[config.mk]
export PLATFORM = sky130hd
export DESIGN_NAME = card16_socket_setup_regs
export DESIGN_NICKNAME = d
export VERILOG_FILES = /design/src/card16_socket_setup_regs.v
export VERILOG_INCLUDE_DIRS = /design/src
export SDC_FILE = /design/constraint.sdc
export NUM_CORES = 1
export LEC_CHECK = 0
export BUFFER_PORTS_ARGS = -buffer_cell sky130_fd_sc_hd__buf_2
export CAP_MARGIN = 20
export CORE_ASPECT_RATIO = 1.75
export CORE_MARGIN = 2
export CORE_UTILIZATION = 50
export DETAILED_ROUTE_END_ITERATION = 6
export PLACE_DENSITY = 0.77
export SYNTH_ARGS = -nofsm -noshare
export SYNTH_HDL_FRONTEND = slang
export SYNTH_SLANG_ARGS = --single-unit
export TNS_END_PERCENT = 5
[constraint.sdc]
create_clock -name clk -period 2.2 [get_ports clk]
set_input_delay 0.33 -clock clk [delete_from_list [all_inputs] [get_ports clk]]
set_output_delay 0.33 -clock clk [all_outputs]
set_load 0.005 [all_outputs]
[src/card16_socket_defs.vh]
`ifndef CARD16_SOCKET_DEFS_VH
`define CARD16_SOCKET_DEFS_VH

// ==========================================================
// Register indices, byte address is four times the index
`define IDX_IDENTITY      12'h800
`define IDX_STATUS        12'h801
`define IDX_POWER         12'h802
`define IDX_IRQ_GENERAL   12'h803
`define IDX_CHANGE        12'h804
`define IDX_CHANGE_CFG    12'h805
`define IDX_GLOBAL        12'h81E
`define IDX_MISC1         12'h82F

// ==========================================================
// Identification fields
`define KIND_MEM_IO       2'h2
`define REVISION_CODE     4'h1

// ==========================================================
// Power control fields
`define PWR_DRIVE_BIT     7
`define PWR_ON_BIT        4
`define PWR_VPP_LSB       0

// ==========================================================
// Interrupt and general control fields
`define IGC_RING_BIT      7
`define IGC_RESET_BIT     6
`define IGC_IO_BIT        5
`define IGC_STEER_LSB     0

// ==========================================================
// Change bits
`define CHG_DETECT        3
`define CHG_READY         2
`define CHG_WARN          1
`define CHG_DEAD          0
`define CFG_ROUTE_LSB     4

// ==========================================================
// Global control and misc control
`define GLB_ACK_BIT       2
`define GLB_RW_MASK       8'h0F
`define MISC_3V3_BIT      0

// ==========================================================
// Reset values
`define RST_POWER         8'h00
`define RST_IRQ_GENERAL   8'h00
`define RST_CHANGE_CFG    8'h00
`define RST_GLOBAL        8'h00
`define RST_MISC1         1'b0

`endif

[src/card16_socket_setup_regs.v]
// Behaviour
// Identification bits 7-6 read 10b, memory plus I/O interface.
// Identification bits 3-0 give fixed revision; bits 5-4 read zero.
// Status bit 6 is one while either socket supply enable is asserted.
// Status bit 5 mirrors card ready input; one is ready.
// Status bit 4 mirrors write-protect input; it blocks no writes itself.
// Status bits 3-2 read inverse of the two card detect pins.
// Status bits 1-0 show battery levels; I/O mode bit 0 shows change input. The code reads bit 0 as zero while the ring bit is set.
// Power bit 7 zero tri-states card-side outputs; one drives them.
// Power bit 4 off releases supplies; on, misc bit 0 picks 3.3 V or 5 V.
// Power bits 1-0 decode programming-voltage enables; bits 3-2 ignored.
// I/O mode with ring bit set passes change line to ring output.
// Control bit 6 zero holds card reset until software writes one.
// Control bit 5 selects memory (0) or I/O (1) card mode.
// Control bits 3-0 steer card interrupt when bridge ISA enable is set.
// Change bits read zero and never set while their enable is zero.
// Explicit ack mode: writing one clears a change bit, zero keeps it.
// Change interrupt stays asserted until all change bits are zero.
// Read-ack mode: any read of change register clears all bits.
// No second interrupt edge while other events are pending.
// Detect change sets on any detect edge; clears with event flag write-back.
// Ready change sets on ready rising edge; always zero in I/O mode.
// Bits 1/0 set on battery warning/dead; I/O bit 0 on change input low.
// Global bit 2 selects write-one-to-clear (1) or clear-on-read (0).
//
// The placing of the registers and strobed register access were left to the implementer.
`timescale 1ns/100ps
`default_nettype none
`include "card16_socket_defs.vh"

module card16_socket_setup_regs #(
    parameter [3:0] REVISION = `REVISION_CODE
) (
    input  wire        clk,
    input  wire        resetn,
    input  wire [13:0] addr,
    input  wire [7:0]  wdata,
    input  wire        wr,
    input  wire        rd,
    output reg  [7:0]  rdata_q,
    input  wire        detect_pin_a_n,
    input  wire        detect_pin_b_n,
    input  wire        ready_or_irq_in,
    input  wire        protect_or_width_in,
    input  wire        battery1_or_change_in,
    input  wire        battery2_in,
    input  wire        isa_irq_enable,
    input  wire        detect_event_clear,
    output reg         card_outputs_drive_q,
    output reg         card_reset_q,
    output reg         io_mode_q,
    output reg         supply_3v3_enable_n_q,
    output reg         supply_5v_enable_n_q,
    output reg         prog_volt_enable0_q,
    output reg         prog_volt_enable1_q,
    output reg         ring_output_n_q,
    output reg  [15:0] system_irq_line_q,
    output reg         change_inta_q,
    output reg         change_irq_q
);

    // ==========================================================
    // Functions
    function irq_code_valid;
        input [3:0] code;
        begin
            case (code)
                4'h3, 4'h4, 4'h5, 4'h7, 4'h9, 4'hA, 4'hB, 4'hC, 4'hE, 4'hF: irq_code_valid = 1'b1;
                default: irq_code_valid = 1'b0;
            endcase
        end
    endfunction

    function [15:0] irq_onehot;
        input [3:0] code;
        input       active;
        begin
            irq_onehot = 16'h0000;
            if (active && irq_code_valid(code)) begin
                irq_onehot[code] = 1'b1;
            end
        end
    endfunction

    // ==========================================================
    // Register storage
    reg  [7:0]  power_q;
    reg  [7:0]  irq_general_q;
    reg  [7:0]  change_cfg_q;
    reg  [7:0]  global_q;
    reg         misc_3v3_q;
    reg  [3:0]  change_q;
    reg  [3:0]  change_d;
    reg  [1:0]  detect_prev_q;
    reg         ready_prev_q;
    reg  [1:0]  battery_prev_q;
    reg  [7:0]  rdata_d;

    wire [11:0] index    = addr[13:2];
    wire        io_mode  = irq_general_q[`IGC_IO_BIT];
    wire        ring_en  = irq_general_q[`IGC_RING_BIT];
    wire        ack_write = global_q[`GLB_ACK_BIT];
    wire [1:0]  detect_now  = {detect_pin_b_n, detect_pin_a_n};
    wire [1:0]  battery_now = {battery2_in, battery1_or_change_in};

    // ==========================================================
    // Supply decode
    reg         s3v3_n;
    reg         s5v_n;
    reg         vpp0;
    reg         vpp1;

    always @* begin
        s3v3_n = 1'b1;
        s5v_n  = 1'b1;
        vpp0   = 1'b0;
        vpp1   = 1'b0;
        // Supply select
        if (power_q[`PWR_ON_BIT]) begin
            s3v3_n = ~misc_3v3_q;
            s5v_n  = misc_3v3_q;
            // Vpp decode, bits 3-2 unused
            case (power_q[`PWR_VPP_LSB +: 2])
                2'h1:    vpp0 = 1'b1;
                2'h2:    vpp1 = 1'b1;
                2'h3:    vpp0 = 1'b1;
                default: vpp0 = 1'b0;
            endcase
        end
    end

    // Power flag from decoded enables
    wire power_on_flag = ~s3v3_n | ~s5v_n;

    // ==========================================================
    // Change events
    // Mode masks keep stale memory-mode flags from leaking into I/O mode
    // Ready masked in I/O mode
    // Dead/change bit masked while ring passes through
    wire [3:0] mode_mask = io_mode ? {1'b1, 1'b0, 1'b0, ~ring_en} : 4'hF;
    // Enable gates read value
    wire [3:0] change_vis = change_q & change_cfg_q[3:0] & mode_mask;

    wire ev_detect = detect_now != detect_prev_q;
    wire ev_ready  = ~io_mode & ready_or_irq_in & ~ready_prev_q;
    wire ev_warn   = ~io_mode & (battery_now == 2'h1) & (battery_prev_q != 2'h1);
    wire ev_dead   = io_mode ? (~ring_en & ~battery_now[0] & battery_prev_q[0])
                             : (~battery_now[0] & battery_prev_q[0]);

    wire sel_change = index == `IDX_CHANGE;

    always @* begin
        change_d = change_q;
        // Read clears all
        if (rd && sel_change && !ack_write) begin
            change_d = 4'h0;
        end
        // Write one clears
        // Ack style select
        if (wr && sel_change && ack_write) begin
            change_d = change_d & ~wdata[3:0];
        end
        // Event flag write-back
        if (detect_event_clear) begin
            change_d[`CHG_DETECT] = 1'b0;
        end
        // Set wins over any clear in the same cycle
        // Detect change set
        if (ev_detect) begin
            change_d[`CHG_DETECT] = 1'b1;
        end
        // Ready rising edge
        if (ev_ready) begin
            change_d[`CHG_READY] = 1'b1;
        end
        // Battery warning and dead
        if (ev_warn) begin
            change_d[`CHG_WARN] = 1'b1;
        end
        if (ev_dead) begin
            change_d[`CHG_DEAD] = 1'b1;
        end
        // Disabled sources never set
        change_d = change_d & change_cfg_q[3:0];
    end

    // ==========================================================
    // Read mux
    always @* begin
        rdata_d = 8'h00;
        case (index)
            // Kind field
            // Revision, reserved zero
            `IDX_IDENTITY:    rdata_d = {`KIND_MEM_IO, 2'h0, REVISION};
            `IDX_STATUS: begin
                // Power flag
                rdata_d[6] = power_on_flag;
                // Ready level
                rdata_d[5] = ready_or_irq_in;
                // Write-protect level, reported only
                rdata_d[4] = protect_or_width_in;
                // Inverted detect pins
                rdata_d[3:2] = ~detect_now;
                // Battery levels or change input
                if (io_mode) begin
                    rdata_d[0] = ring_en ? 1'b0 : battery1_or_change_in;
                end else begin
                    rdata_d[1:0] = battery_now;
                end
            end
            `IDX_POWER:       rdata_d = power_q & 8'h9F;
            `IDX_IRQ_GENERAL: rdata_d = irq_general_q;
            `IDX_CHANGE:      rdata_d = {4'h0, change_vis};
            `IDX_CHANGE_CFG:  rdata_d = change_cfg_q;
            `IDX_GLOBAL:      rdata_d = global_q & `GLB_RW_MASK;
            `IDX_MISC1:       rdata_d = {7'h00, misc_3v3_q};
            default:          rdata_d = 8'h00;
        endcase
    end

    // ==========================================================
    // Registers
    always @(posedge clk or negedge resetn) begin
        if (!resetn) begin
            power_q        <= `RST_POWER;
            irq_general_q  <= `RST_IRQ_GENERAL;
            change_cfg_q   <= `RST_CHANGE_CFG;
            global_q       <= `RST_GLOBAL;
            misc_3v3_q     <= `RST_MISC1;
            change_q       <= 4'h0;
            detect_prev_q  <= 2'h3;
            ready_prev_q   <= 1'b0;
            battery_prev_q <= 2'h3;
            rdata_q        <= 8'h00;
        end else begin
            if (wr) begin
                case (index)
                    `IDX_POWER:       power_q       <= wdata;
                    `IDX_IRQ_GENERAL: irq_general_q <= wdata;
                    `IDX_CHANGE_CFG:  change_cfg_q  <= wdata;
                    `IDX_GLOBAL:      global_q      <= wdata & `GLB_RW_MASK;
                    `IDX_MISC1:       misc_3v3_q    <= wdata[`MISC_3V3_BIT];
                    default:          power_q       <= power_q;
                endcase
            end
            change_q       <= change_d;
            detect_prev_q  <= detect_now;
            ready_prev_q   <= ready_or_irq_in;
            battery_prev_q <= battery_now;
            rdata_q        <= rd ? rdata_d : 8'h00;
        end
    end

    // ==========================================================
    // Card-side outputs, all registered
    wire [15:0] func_irq = irq_onehot(irq_general_q[`IGC_STEER_LSB +: 4],
                                      isa_irq_enable & io_mode & ~ready_or_irq_in);
    wire [3:0]  route    = change_cfg_q[`CFG_ROUTE_LSB +: 4];
    // Level held while any bit pending
    // One level, no fresh edge per event
    wire        change_any = |(change_d & mode_mask);
    wire [15:0] change_lines = irq_onehot(route, change_any);

    always @(posedge clk or negedge resetn) begin
        if (!resetn) begin
            card_outputs_drive_q  <= 1'b0;
            card_reset_q          <= 1'b1;
            io_mode_q             <= 1'b0;
            supply_3v3_enable_n_q <= 1'b1;
            supply_5v_enable_n_q  <= 1'b1;
            prog_volt_enable0_q   <= 1'b0;
            prog_volt_enable1_q   <= 1'b0;
            ring_output_n_q       <= 1'b1;
            system_irq_line_q     <= 16'h0000;
            change_inta_q         <= 1'b0;
            change_irq_q          <= 1'b0;
        end else begin
            // Drive enable for card outputs
            card_outputs_drive_q  <= power_q[`PWR_DRIVE_BIT];
            // Reset held while bit is zero
            card_reset_q          <= ~irq_general_q[`IGC_RESET_BIT];
            // Mode select
            io_mode_q             <= io_mode;
            supply_3v3_enable_n_q <= s3v3_n;
            supply_5v_enable_n_q  <= s5v_n;
            prog_volt_enable0_q   <= vpp0;
            prog_volt_enable1_q   <= vpp1;
            // Ring pass-through
            ring_output_n_q       <= (io_mode && ring_en) ? battery1_or_change_in : 1'b1;
            // Steered card interrupt
            system_irq_line_q     <= func_irq | change_lines;
            change_inta_q         <= change_any & ~irq_code_valid(route);
            // Pending level
            change_irq_q          <= change_any;
        end
    end

endmodule
`default_nettype wire

==> key figures, run 1 <==
Logic synthesis
  • Seq/Total Area, Yosys: 56.46%
  • Syn Std Cell Area: 3120 um2
  • Top cell type by total area after synthesis: dfrtp_1
  • Yosys reg bits: 70
  • Ys flop type: dfrtp_1
  • Synthesis Warnings: 0
  • Asr flop ratio synth: 100.0%
  • Post-synth top area share: about half
  • Distinct cells, synth: 51
  • Syn Area/Cell: 11.91 um2
  • Area contributors post-synth: dfrtp_1 (50%), mux2_2 (11%), dfstp_2 (6.7%)
  • Mapped Cells: 262
  • Post-synth EDFFs: 0

GRT
  • GRT overflow: 0
  • Vias in the first global route: 2304
  • Global-route wire length before repair: 11.36 mm
  • Gr usage total: 22.33%
  • Largest net degree at the start of global routing: a little over 70
  • Initial antenna violation count: 0

Cells and area
  • Most frequent cells in the layout: buf_2 (65), dfrtp_1 (62), mux2_2 (31), nand2_1 (27), buf_4 (22)
  • Share of layout cells above drive strength 1: roughly 44%
  • Final Cell Area: a little under 4000 um2
  • Most common cell after layout, fill and taps aside: buf_2
  • Nets: ~400
  • Fill cells: 485
  • ANT cells: 0
  • Syn-to-layout area delta: 25.94%

Clocking
  • CTS tree: yes
  • Clock sink count: 70
  • Worst skew pair latency: 0.36 ns
  • Root Driver: clkbuf_8
  • CTS resizes: 0
  • Post-CTS Hold Buffers: 1
  • Clock Tree Buf Depth: 2
  • Postcts setup bufs: 0
  • CTS clk-pin slew, worst paths: 0.07 ns
  • CTS buffer count: 9
  • Max H-tree Level: 3

Timing
  • Setup_tns: 0 ns
  • Part of the cycle the worst path needs: 93.63%
  • Hold Fails Final Rpt: 0
  • Max-slew violation count: 0
  • Worst hold slack: 0.1049 ns
  • Tmin final: 2.060 ns
  • Max Fclk: between 400 and 500 MHz
  • Final worst slack: 0.1401 ns
  • Setup-failing EPs final: 0
  • Unrepaired setup endpoints after global routing: no
  • Skew final: between 0.006 and 0.007 ns

Routing
  • Vias after detailed routing: about 2500
  • DRC: 0
  • Via/cell ratio: 5.587
  • Final Routed Wirelength: just over 7 mm
  • DRT Pass-1 Iters: 5
  • DR iter-0 viols: 202
  • Routed Antenna Nets: 0
  • Avg WL per Cell: between 15 and 20 um

Worst setup path
  • CP Launch Type: flip-flop
  • Setup crit end kind: flip-flop
  • Worst path required time: between 2 and 2.5 ns
  • Critical path's largest stage delay: 0.45 ns
  • Slowest cell on the critical path: dfrtp_1
  • Worst EP arrival: 2.29 ns
  • Worst-path fanout max: 12
  • CP Class: flip-flop to flip-flop
  • Crit path cell chain: nand2b_1 > a211o_1 > nor3_2 > nor2_1 > o41ai_4 > buf_4 > o32ai_1

Placement
  • IO buf count: 65
  • Area after DPL: 3700 um2
  • GPL Wtd Cong: between 0.9 and 1
  • Dpl ws: -0.08520 ns
  • Post-DP HPWL: 5.310 mm

Floorplanning
  • Top Ports: 68
  • Die area: about 7000 um2
  • Die height: 108.5 um
  • Initial Utilization: about half
  • Core ar.: 6133 um2
  • # rows: 38
  • Die width: 63.72 um

Run
  • Max_cap viols: 0

Worst hold path
  • Worst hold path type: input pin to flip-flop

Power
  • Leak: roughly 1.9 nW
  • Pwr Total: 2.600 mW
  • Pwr Density: between 600 and 700 nW/um2
  • Maximum vdd drop: approximately 0.41 mV

Status
  • Outcome: complete, no violations
[worst max-delay path: cells and delay by family, from the launching register on]
family | cells | cell delay (ns)
AO/OA/AOI/OAI | 3 | 0.74
buffers and inverters | 1 | 0.23
flip-flops | 1 | 0.45
AND/OR/NAND/NOR | 3 | 0.51
[final cells by class]
cell class / count / area [um2] / area share, %
clock inverters: 7 / 96.34 / 2.451
multi-input cells: 182 / 1305 / 33.21
well taps: 80 / 100.1 / 2.547
inverters: 6 / 22.52 / 0.5731
clock buffers: 9 / 123.9 / 3.152
repair buffers: 89 / 520.5 / 13.24
flip-flops and latches: 70 / 1762 / 44.83
[routing by layer]
layer | vias to the layer above | wire, um | GRT usage, %
met2 | 111 | 3774 | 39.32
met5 | - | 0 | 0
met1 | 1203 | 2782 | 24.60
li1 | 1135 | - | -
met4 | 0 | 271 | 12.42
met3 | 26 | 355 | 4.995
[path summary, 6_finish.rpt]
kind	start	end	slack, ns	cells after the start
hold reg to reg	power_q[7]	card_outputs_drive_q	0.43	0
setup / recovery	global_q[2]	system_irq_line_q[7]	0.14	7
setup reg to reg	global_q[2]	system_irq_line_q[7]	0.14	7
max in group asynchronous	resetn	detect_prev_q[0]	1.35	3
min in group asynchronous	resetn	change_inta_q	0.52	3
hold / removal	detect_pin_a_n	detect_prev_q[0]	0.10	1
[stage by stage]
| stage | util, % | cells |
|---|---|---|
| 2_1_floorplan | - | 267 |
| 3_5_place_dp | 60.32 | 426 |
| 5_1_grt | 64.08 | 443 |
| 6_report | 64.08 | 443 |
| 3_3_place_gp | 60.32 | 426 |
| 4_1_cts | 64.08 | 443 |
[report_power, final]
part / total [mW] / internal, mW / switching (mW)
clock network: 1.15 / 0.643 / 0.502
registers: 1.31 / 1.30 / 0.00629
logic: 0.145 / 0.0602 / 0.0850
[cells in the mapped netlist (2+ instances only)]
cell and count:
a21o_1 2, a21oi_1 8, a222oi_1 2, a22oi_1 4, a31o_2 4, and2_1 2
buf_6 2, clkbuf_1 6, dfrtp_1 62, dfstp_2 8, inv_1 6, mux2_2 31
mux2i_1 3, nand2_1 27, nand2b_1 9, nand3_1 8, nor2_1 15, nor2b_1 5
nor3_1 3, nor3_2 2, nor3b_1 2, nor4b_2 2, o21ai_0 4, o22ai_1 4
o31ai_1 3, o32ai_1 5, or2_2 3, or3_1 6, xor2_1 2
[registers in the layout (all words and copies together), names as in the netlist]
register,count
system_irq_line_q,16
change_cfg_q,8
irq_general_q,8
rdata_q,8
power_q,6
change_q,4
global_q,4
battery_prev_q,2
detect_prev_q,2
card_outputs_drive_q,1
card_reset_q,1
change_inta_q,1
change_irq_q,1
io_mode_q,1
misc_3v3_q,1
prog_volt_enable0_q,1
prog_volt_enable1_q,1
ready_prev_q,1
ring_output_n_q,1
supply_3v3_enable_n_q,1
supply_5v_enable_n_q,1
[kinds of logic after synthesis]
group / count (synthesis) / share of synthesized area (%)
DFF: 70 / 56.46
AOI/OAI and AO/OA: 48 / 11.95
muxes: 34 / 12.15
xor gates and xnor gates: 2 / 0.5614
other: 1 / 0.1202
buffers and inverters: 15 / 2.325
and+or+nand+nor: 92 / 16.44
Note: power is estimated with default switching activity, not from simulation.
==> inputs of run 2 (changes only) <==
- ABC_AREA: unset -> 1
==> run 2 against run 1 <==
Register-to-register slack better by 0.46 ns. Flip-flop and latch count unchanged. Critical path depth up 2. Hold slack worse by 0.022 ns. Sequential share of layout area up 0.51 points.
==> key figures, run 2 <==
Timing
  • Worst hold slack: 0.08306 ns
  • Max-slew violation count: 0
  • Setup-failing EPs final: 0
  • Max Fclk: between 600 and 700 MHz
  • Worst slew pin tran: 0.5805 ns
  • Setup_tns: 0 ns
  • Hold Fails Final Rpt: 0
  • Final worst slack: 0.6051 ns
  • Rel. slew slack: 61.30%
  • Part of the cycle the worst path needs: between 70% and 80%
  • Tmin final: ~1.6 ns
  • Unrepaired setup endpoints after global routing: no
  • Skew final: 0.01120 ns

GRT
  • Global-route wire length before repair: about 13 mm
  • Gr usage total: 23.68%
  • Initial antenna violation count: 0
  • GRT overflow: 0
  • Vias in the first global route: 2717
  • Largest net degree at the start of global routing: 29

Floorplanning
  • Die height: 110.5 um
  • Die area: 7172 um2
  • # rows: 38
  • Top Ports: 68
  • Core ar.: 6228 um2
  • Initial Utilization: 52.07%
  • Die width: 64.88 um

Logic synthesis
  • Yosys reg bits: 70
  • Most common cell in the synthesized netlist: nand2_1
  • Syn Area/Cell: between 8 and 9 um2
  • Syn Std Cell Area: 3243 um2
  • Post-synth top area share: a little under half
  • Top cell type by total area after synthesis: dfrtp_1
  • Distinct cells, synth: 34
  • Synthesis Warnings: 0
  • Mapped Cells: 373
  • Post-synth EDFFs: 0
  • Area contributors post-synth: dfrtp_1 (48%), nand2_1 (11%), dfstp_2 (6.5%)
  • Seq/Total Area, Yosys: 54.32%
  • Asr flop ratio synth: 100.0%
  • Synth top cells by count: nand2_1 (92), dfrtp_1 (62), inv_1 (42)
  • Ys flop type: dfrtp_1

Placement
  • Dpl ws: 0.3605 ns
  • GPL Wtd Cong: ~0.94
  • Post-DP HPWL: between 5 and 6 mm
  • IO buf count: 65

Worst setup path
  • CP Class: flip-flop to flip-flop
  • CP Launch Type: flip-flop
  • Worst R2R Setup Slack: 0.61 ns
  • Setup crit end kind: flip-flop
  • CP bufs+invs: 1
  • Worst-path fanout max: 11
  • Slowest cell on the critical path: dfrtp_1
  • Crit path cell chain: nand2_1 > nand3_1 > nand2_1 > nand3_1 > nand2_1 > inv_2 > nand2_2 > nand3_2 > nand2_1
  • Worst EP arrival: 1.84 ns
  • Most frequent CP cell: nand2_1
  • Cell family with most CP delay: simple AND/OR/NAND/NOR gates
  • Worst path required time: 2.44 ns
  • Critical path's largest stage delay: 0.56 ns

Clocking
  • CTS clk-pin slew, worst paths: 0.08 ns
  • Postcts setup bufs: 0
  • CTS resizes: 0
  • CTS buffer count: 9
  • Worst skew pair latency: 0.36 ns
  • CTS tree: yes
  • Root Driver: clkbuf_8
  • Clock Tree Buf Depth: 2
  • Max H-tree Level: 3
  • Post-CTS Hold Buffers: 1
  • Clock sink count: 70

Cells and area
  • Syn-to-layout area delta: 19.83%
  • FF/Latch Area: 1762 um2
  • Area of the multi-input gates: 1266 um2
  • Reg with most FFs: system_irq_line_q
  • ANT cells: 0
  • Fill cells: 546
  • Nets: 487
  • Max reg flops: 16
  • Most frequent cells in the layout: nand2_1 (92), buf_2 (65), dfrtp_1 (62), inv_1 (42), nor2_1 (31)
  • Most common cell after layout, fill and taps aside: nand2_1
  • Share of layout cells above drive strength 1: between 30% and 40%

Routing
  • Via/cell ratio: 5.080
  • Final Routed Wirelength: 7.610 mm
  • WL met2: 4.122 mm
  • Vias after detailed routing: 2733
  • Met1 wire length: 2.753 mm
  • DRC: 0
  • Routed Antenna Nets: 0
  • Uppermost layer routed: met4
  • Avg WL per Cell: 14.14 um
  • DRT Pass-1 Iters: 4
  • Met3 wire length: 352 um
  • DR iter-0 viols: 130

Power
  • Leak: a little over 2 nW
  • Clock share of power: 41.8%
  • Pwr Density: 633.7 nW/um2
  • Internal power: 1.898 mW
  • Sequential power share: 53.1%
  • Switch Pwr: 564.4 uW
  • Sw Ratio: 22.92%
  • Comb power frac: around 5.1%
  • Maximum vdd drop: around 0.36 mV

Run
  • Max_cap viols: 0

Worst hold path
  • Worst hold path type: input pin to flip-flop

Status
  • Outcome: complete, no violations
## run 2: cell count changes after synthesis, sizes merged, moves of 4 or more
| cell | previous run | this run |
|---|---|---|
| nand2 | 27 | 102 |
| inv | 6 | 50 |
| mux2 | 31 | 0 |
| nand3 | 8 | 35 |
| o21ai | 5 | 32 |
| nor2 | 16 | 37 |
| nand2b | 9 | 0 |
| nand4 | 1 | 8 |
| or3 | 7 | 0 |
| clkbuf | 6 | 0 |
| nor2b | 5 | 0 |
| o32ai | 5 | 0 |
| a22oi | 4 | 0 |
| a31o | 4 | 0 |
## run 2: per-layer routing
layer  track usage [%]  vias to the layer above
li1                  -                     1358
met1             25.61                     1256
met2             39.31                       92
met3             6.415                       27
met4             15.74                        0
met5                 0                        -
## run 2: worst paths after layout
path                                       start                    end  depth (start not counted)
setup reg to reg                irq_general_q[5]   system_irq_line_q[4]                          9
min in group asynchronous                 resetn  system_irq_line_q[13]                          2
setup / recovery                irq_general_q[5]   system_irq_line_q[4]                          9
max in group asynchronous                 resetn      battery_prev_q[1]                          3
hold / removal             battery1_or_change_in      battery_prev_q[0]                          1
hold reg to reg                       misc_3v3_q  supply_3v3_enable_n_q                          1
## run 2: worst reg2reg max path, cell delays in order, from the launching register on
cell and delay, ns:
dfrtp_1 0.56, nand2_1 0.18, nand3_1 0.12, nand2_1 0.06, nand3_1 0.06, nand2_1 0.06
inv_2 0.06, nand2_2 0.19, nand3_2 0.13, nand2_1 0.05
## run 2: kinds of logic (layout without fill, tap and decap cells)
family	count (synthesis)	count (layout)	share of synthesized area, %
AO/OA/AOI/OAI	52	52	9.761
flip-flops	70	70	54.32
buffers and inverters	57	137	7.214
AND/OR/NAND/NOR	191	191	28.05
XOR/XNOR	2	2	0.5402
other	1	6	0.1156
## run 2: metrics by stage
step / util [%] / cell area [um2] / power, mW / std cells
after floorplan: - / 3262 / 1.375 / 378
after global placement: 59.02 / 3676 / 1.455 / 521
after detailed placement: 59.02 / 3676 / 1.459 / 521
after CTS: 62.39 / 3886 / 2.497 / 538
after global routing: 62.39 / 3886 / 2.578 / 538
final: 62.39 / 3886 / 2.463 / 538
## run 2: layout make-up
class / instances / share of cell area, %
clock buffers: 11 / 3.638
clock inverters: 5 / 1.513
inverters: 51 / 4.958
multi-input cells: 251 / 32.58
flip-flops and latches: 70 / 45.33
well taps: 80 / 2.576
repair buffers: 70 / 9.401
## run 2: power by group through the flow
| stage | clock network (mW) | logic (mW) | registers [mW] |
|---|---|---|---|
| after global placement | 0 | 0.123 | 1.33 |
| after floorplan | 0 | 0.0418 | 1.33 |
| after CTS | 1.06 | 0.128 | 1.31 |
| after detailed placement | 0 | 0.126 | 1.33 |
| after global routing | 1.13 | 0.143 | 1.31 |
| final | 1.03 | 0.126 | 1.31 |
==> inputs of run 3 (changes only) <==
- ABC_AREA: 1 -> 0
- CORE_UTILIZATION: 50 -> 49
- PLACE_DENSITY: 0.77 -> 0.79
- clock period: 2.2 -> 1.4 ns (I/O delays scaled with it)
==> run 3 against run 2 <==
The flow now finishes with violations (negative setup slack). Power rose by 59%. Highest routed layer unchanged. Global-route usage rose by 1.1 points. Clock skew fell by 0.0039 ns. Non-clock buffer count rose by 53. Via count fell by 6.7%. Largest cell class unchanged. Clock power rose by 52%. Register-to-register slack got worse by 1.1 ns.
==> key figures, run 3 (synthesis results as in run 1) <==
Status
  • Outcome: finished, violations left
  • Failing checks: negative setup slack

Worst setup path
  • Worst EP arrival: 2.15 ns
  • Setup crit end kind: flip-flop
  • CP Class: flip-flop to flip-flop
  • Worst path required time: 1.65 ns
  • Crit path cell chain: xor2_1 > a211o_1 > nor3_4 > o211ai_1 > o41ai_4 > buf_6 > o32ai_1
  • Slowest cell on the critical path: dfstp_2
  • Worst-path fanout max: 12
  • Critical path's largest stage delay: roughly 0.53 ns
  • FF-to-FF path depth: 7
  • CP Launch Type: flip-flop

Clocking
  • CTS clk-pin slew, worst paths: around 0.070 ns
  • Root Driver: clkbuf_8
  • Postcts setup bufs: 0
  • Max H-tree Level: 3
  • Clock sink count: 70
  • Worst skew pair latency: 0.35 ns
  • CTS buffer count: 9
  • CTS tree: yes
  • Clock Tree Buf Depth: 2

Routing
  • DRC: 0
  • Uppermost layer routed: met4
  • Routed Antenna Nets: 0
  • Met3 wire length: around 370 um
  • Via/cell ratio: 5.346
  • DR iter-0 viols: roughly 150
  • Avg WL per Cell: 16.54 um
  • DRT Pass-1 Iters: 4
  • Met1 wire length: 2.828 mm
  • WL met2: 4.224 mm
  • Final Routed Wirelength: 7.890 mm
  • Vias after detailed routing: 2550

Floorplanning
  • Initial Utilization: 50.49%
  • Die height: approximately 110 um
  • Top Ports: 68
  • Die area: 7048 um2
  • Core ar.: 6181 um2
  • Die width: 64.33 um
  • # rows: 38

Timing
  • Hold Fails Final Rpt: 0
  • Unrepaired setup endpoints after global routing: yes
  • Max-slew violation count: 0
  • Tmin final: 1.905 ns
  • Final worst slack: -0.5051 ns
  • Part of the cycle the worst path needs: 136.1%
  • Max Fclk: 524.9 MHz
  • Setup-failing EPs final: 42
  • Skew final: 0.007334 ns

GRT
  • Global-route wire length before repair: roughly 13 mm
  • Largest net degree at the start of global routing: 33
  • Vias in the first global route: 2624
  • GRT overflow: 0
  • Gr usage total: about a quarter
  • Initial antenna violation count: 0

Power
  • Pwr Total: 3.919 mW
  • Switch Pwr: 859.1 uW
  • Sequential power share: 52.5%
  • Internal power: 3.060 mW
  • Pwr Density: 911.4 nW/um2
  • Sw Ratio: 21.92%
  • Clock share of power: 40.2%
  • Maximum vdd drop: 0.6871 mV
  • Comb power frac: 7.4%
  • Leak: between 2 and 2.5 nW

Cells and area
  • Fill cells: 468
  • Share of layout cells above drive strength 1: 51.13%
  • Most frequent cells in the layout: buf_2 (63), dfrtp_1 (62), buf_4 (50), mux2_2 (26), nand2_1 (25)
  • Most common cell after layout, fill and taps aside: buf_2
  • Max reg flops: 16
  • ANT cells: 0
  • Reg with most FFs: system_irq_line_q
  • Nets: 426
  • Syn-to-layout area delta: 37.81%
  • Core Util, Final: between 60% and 70%

Run
  • Max_cap viols: 0

Worst hold path
  • Worst hold path type: input pin to flip-flop
  • Worst Hold Depth: 2

Placement
  • IO buf count: 65
  • GPL Wtd Cong: 0.9185
  • Post-DP HPWL: 6.011 mm
[run 3: path summary, 6_finish.rpt]
kind / end / from / slack [ns]
max in group asynchronous: card_reset_q / resetn / 0.51
worst max-delay path: system_irq_line_q[9] / detect_prev_q[0] / -0.51
min in group asynchronous: irq_general_q[5] / resetn / 0.33
worst max register to register: system_irq_line_q[9] / detect_prev_q[0] / -0.51
worst min register to register: card_reset_q / irq_general_q[6] / 0.44
worst min-delay path: detect_prev_q[1] / detect_pin_b_n / 0.09
[run 3: power by group through the flow]
| stage | Sequential, mW | Combinational [mW] | Clock, mW |
|---|---|---|---|
| finish | 2.06 | 0.289 | 1.57 |
| global route | 2.06 | 0.319 | 1.70 |
| CTS | 2.06 | 0.286 | 1.59 |
| detailed placement | 2.09 | 0.274 | 0 |
| global placement | 2.09 | 0.272 | 0 |
| floorplan | 2.09 | 0.0763 | 0 |
[run 3: stage by stage]
stage | hold WS, ns | TNS, ns | worst slack [ns] | instances | area [um2]
final | 0.08631 | -9.342 | -0.5051 | 477 | 4300
after global routing | 0.08329 | -11.73 | -0.6076 | 477 | 4300
after CTS | 0.07373 | -8.441 | -0.4667 | 477 | 4270
after detailed placement | 0.1638 | -27.07 | -0.7631 | 460 | 3993
after global placement | 0.1612 | -25.35 | -0.7231 | 460 | 3993
after floorplan | -0.08559 | -18.07 | -0.5771 | 267 | 3152
[run 3: timing repair]
item,4_1_cts,5_1_grt
hold buffers,1,0
hold endpoints to repair,13,0
setup endpoints to repair,46,47
pin swaps,1,3
resized for setup,20,7
[run 3: layout make-up]
cell class	instances	area, um2	area share [%]
inverter	6	22.52	0.5237
clock buffer	15	156.4	3.637
timing repair buffer	123	828.3	19.26
multi-input combinational	182	1401	32.59
sequential	70	1762	40.97
clock inverter	1	30.03	0.6983
tap	80	100.1	2.328
[run 3: per-layer routing]
| layer | vias to the layer above | track usage, % |
|---|---|---|
| met5 | - | 0 |
| li1 | 1202 | - |
| met3 | 28 | 4.606 |
| met2 | 95 | 43.75 |
| met1 | 1225 | 26.24 |
| met4 | 0 | 17.33 |
[run 3: critical path: cells and delay by family (launching register included)]
kind | cells | cell delay [ns]
AOI/OAI and AO/OA | 4 | 0.86
buffers and inverters | 1 | 0.16
and+or+nand+nor | 1 | 0.07
xor gates and xnor gates | 1 | 0.19
DFF | 1 | 0.53
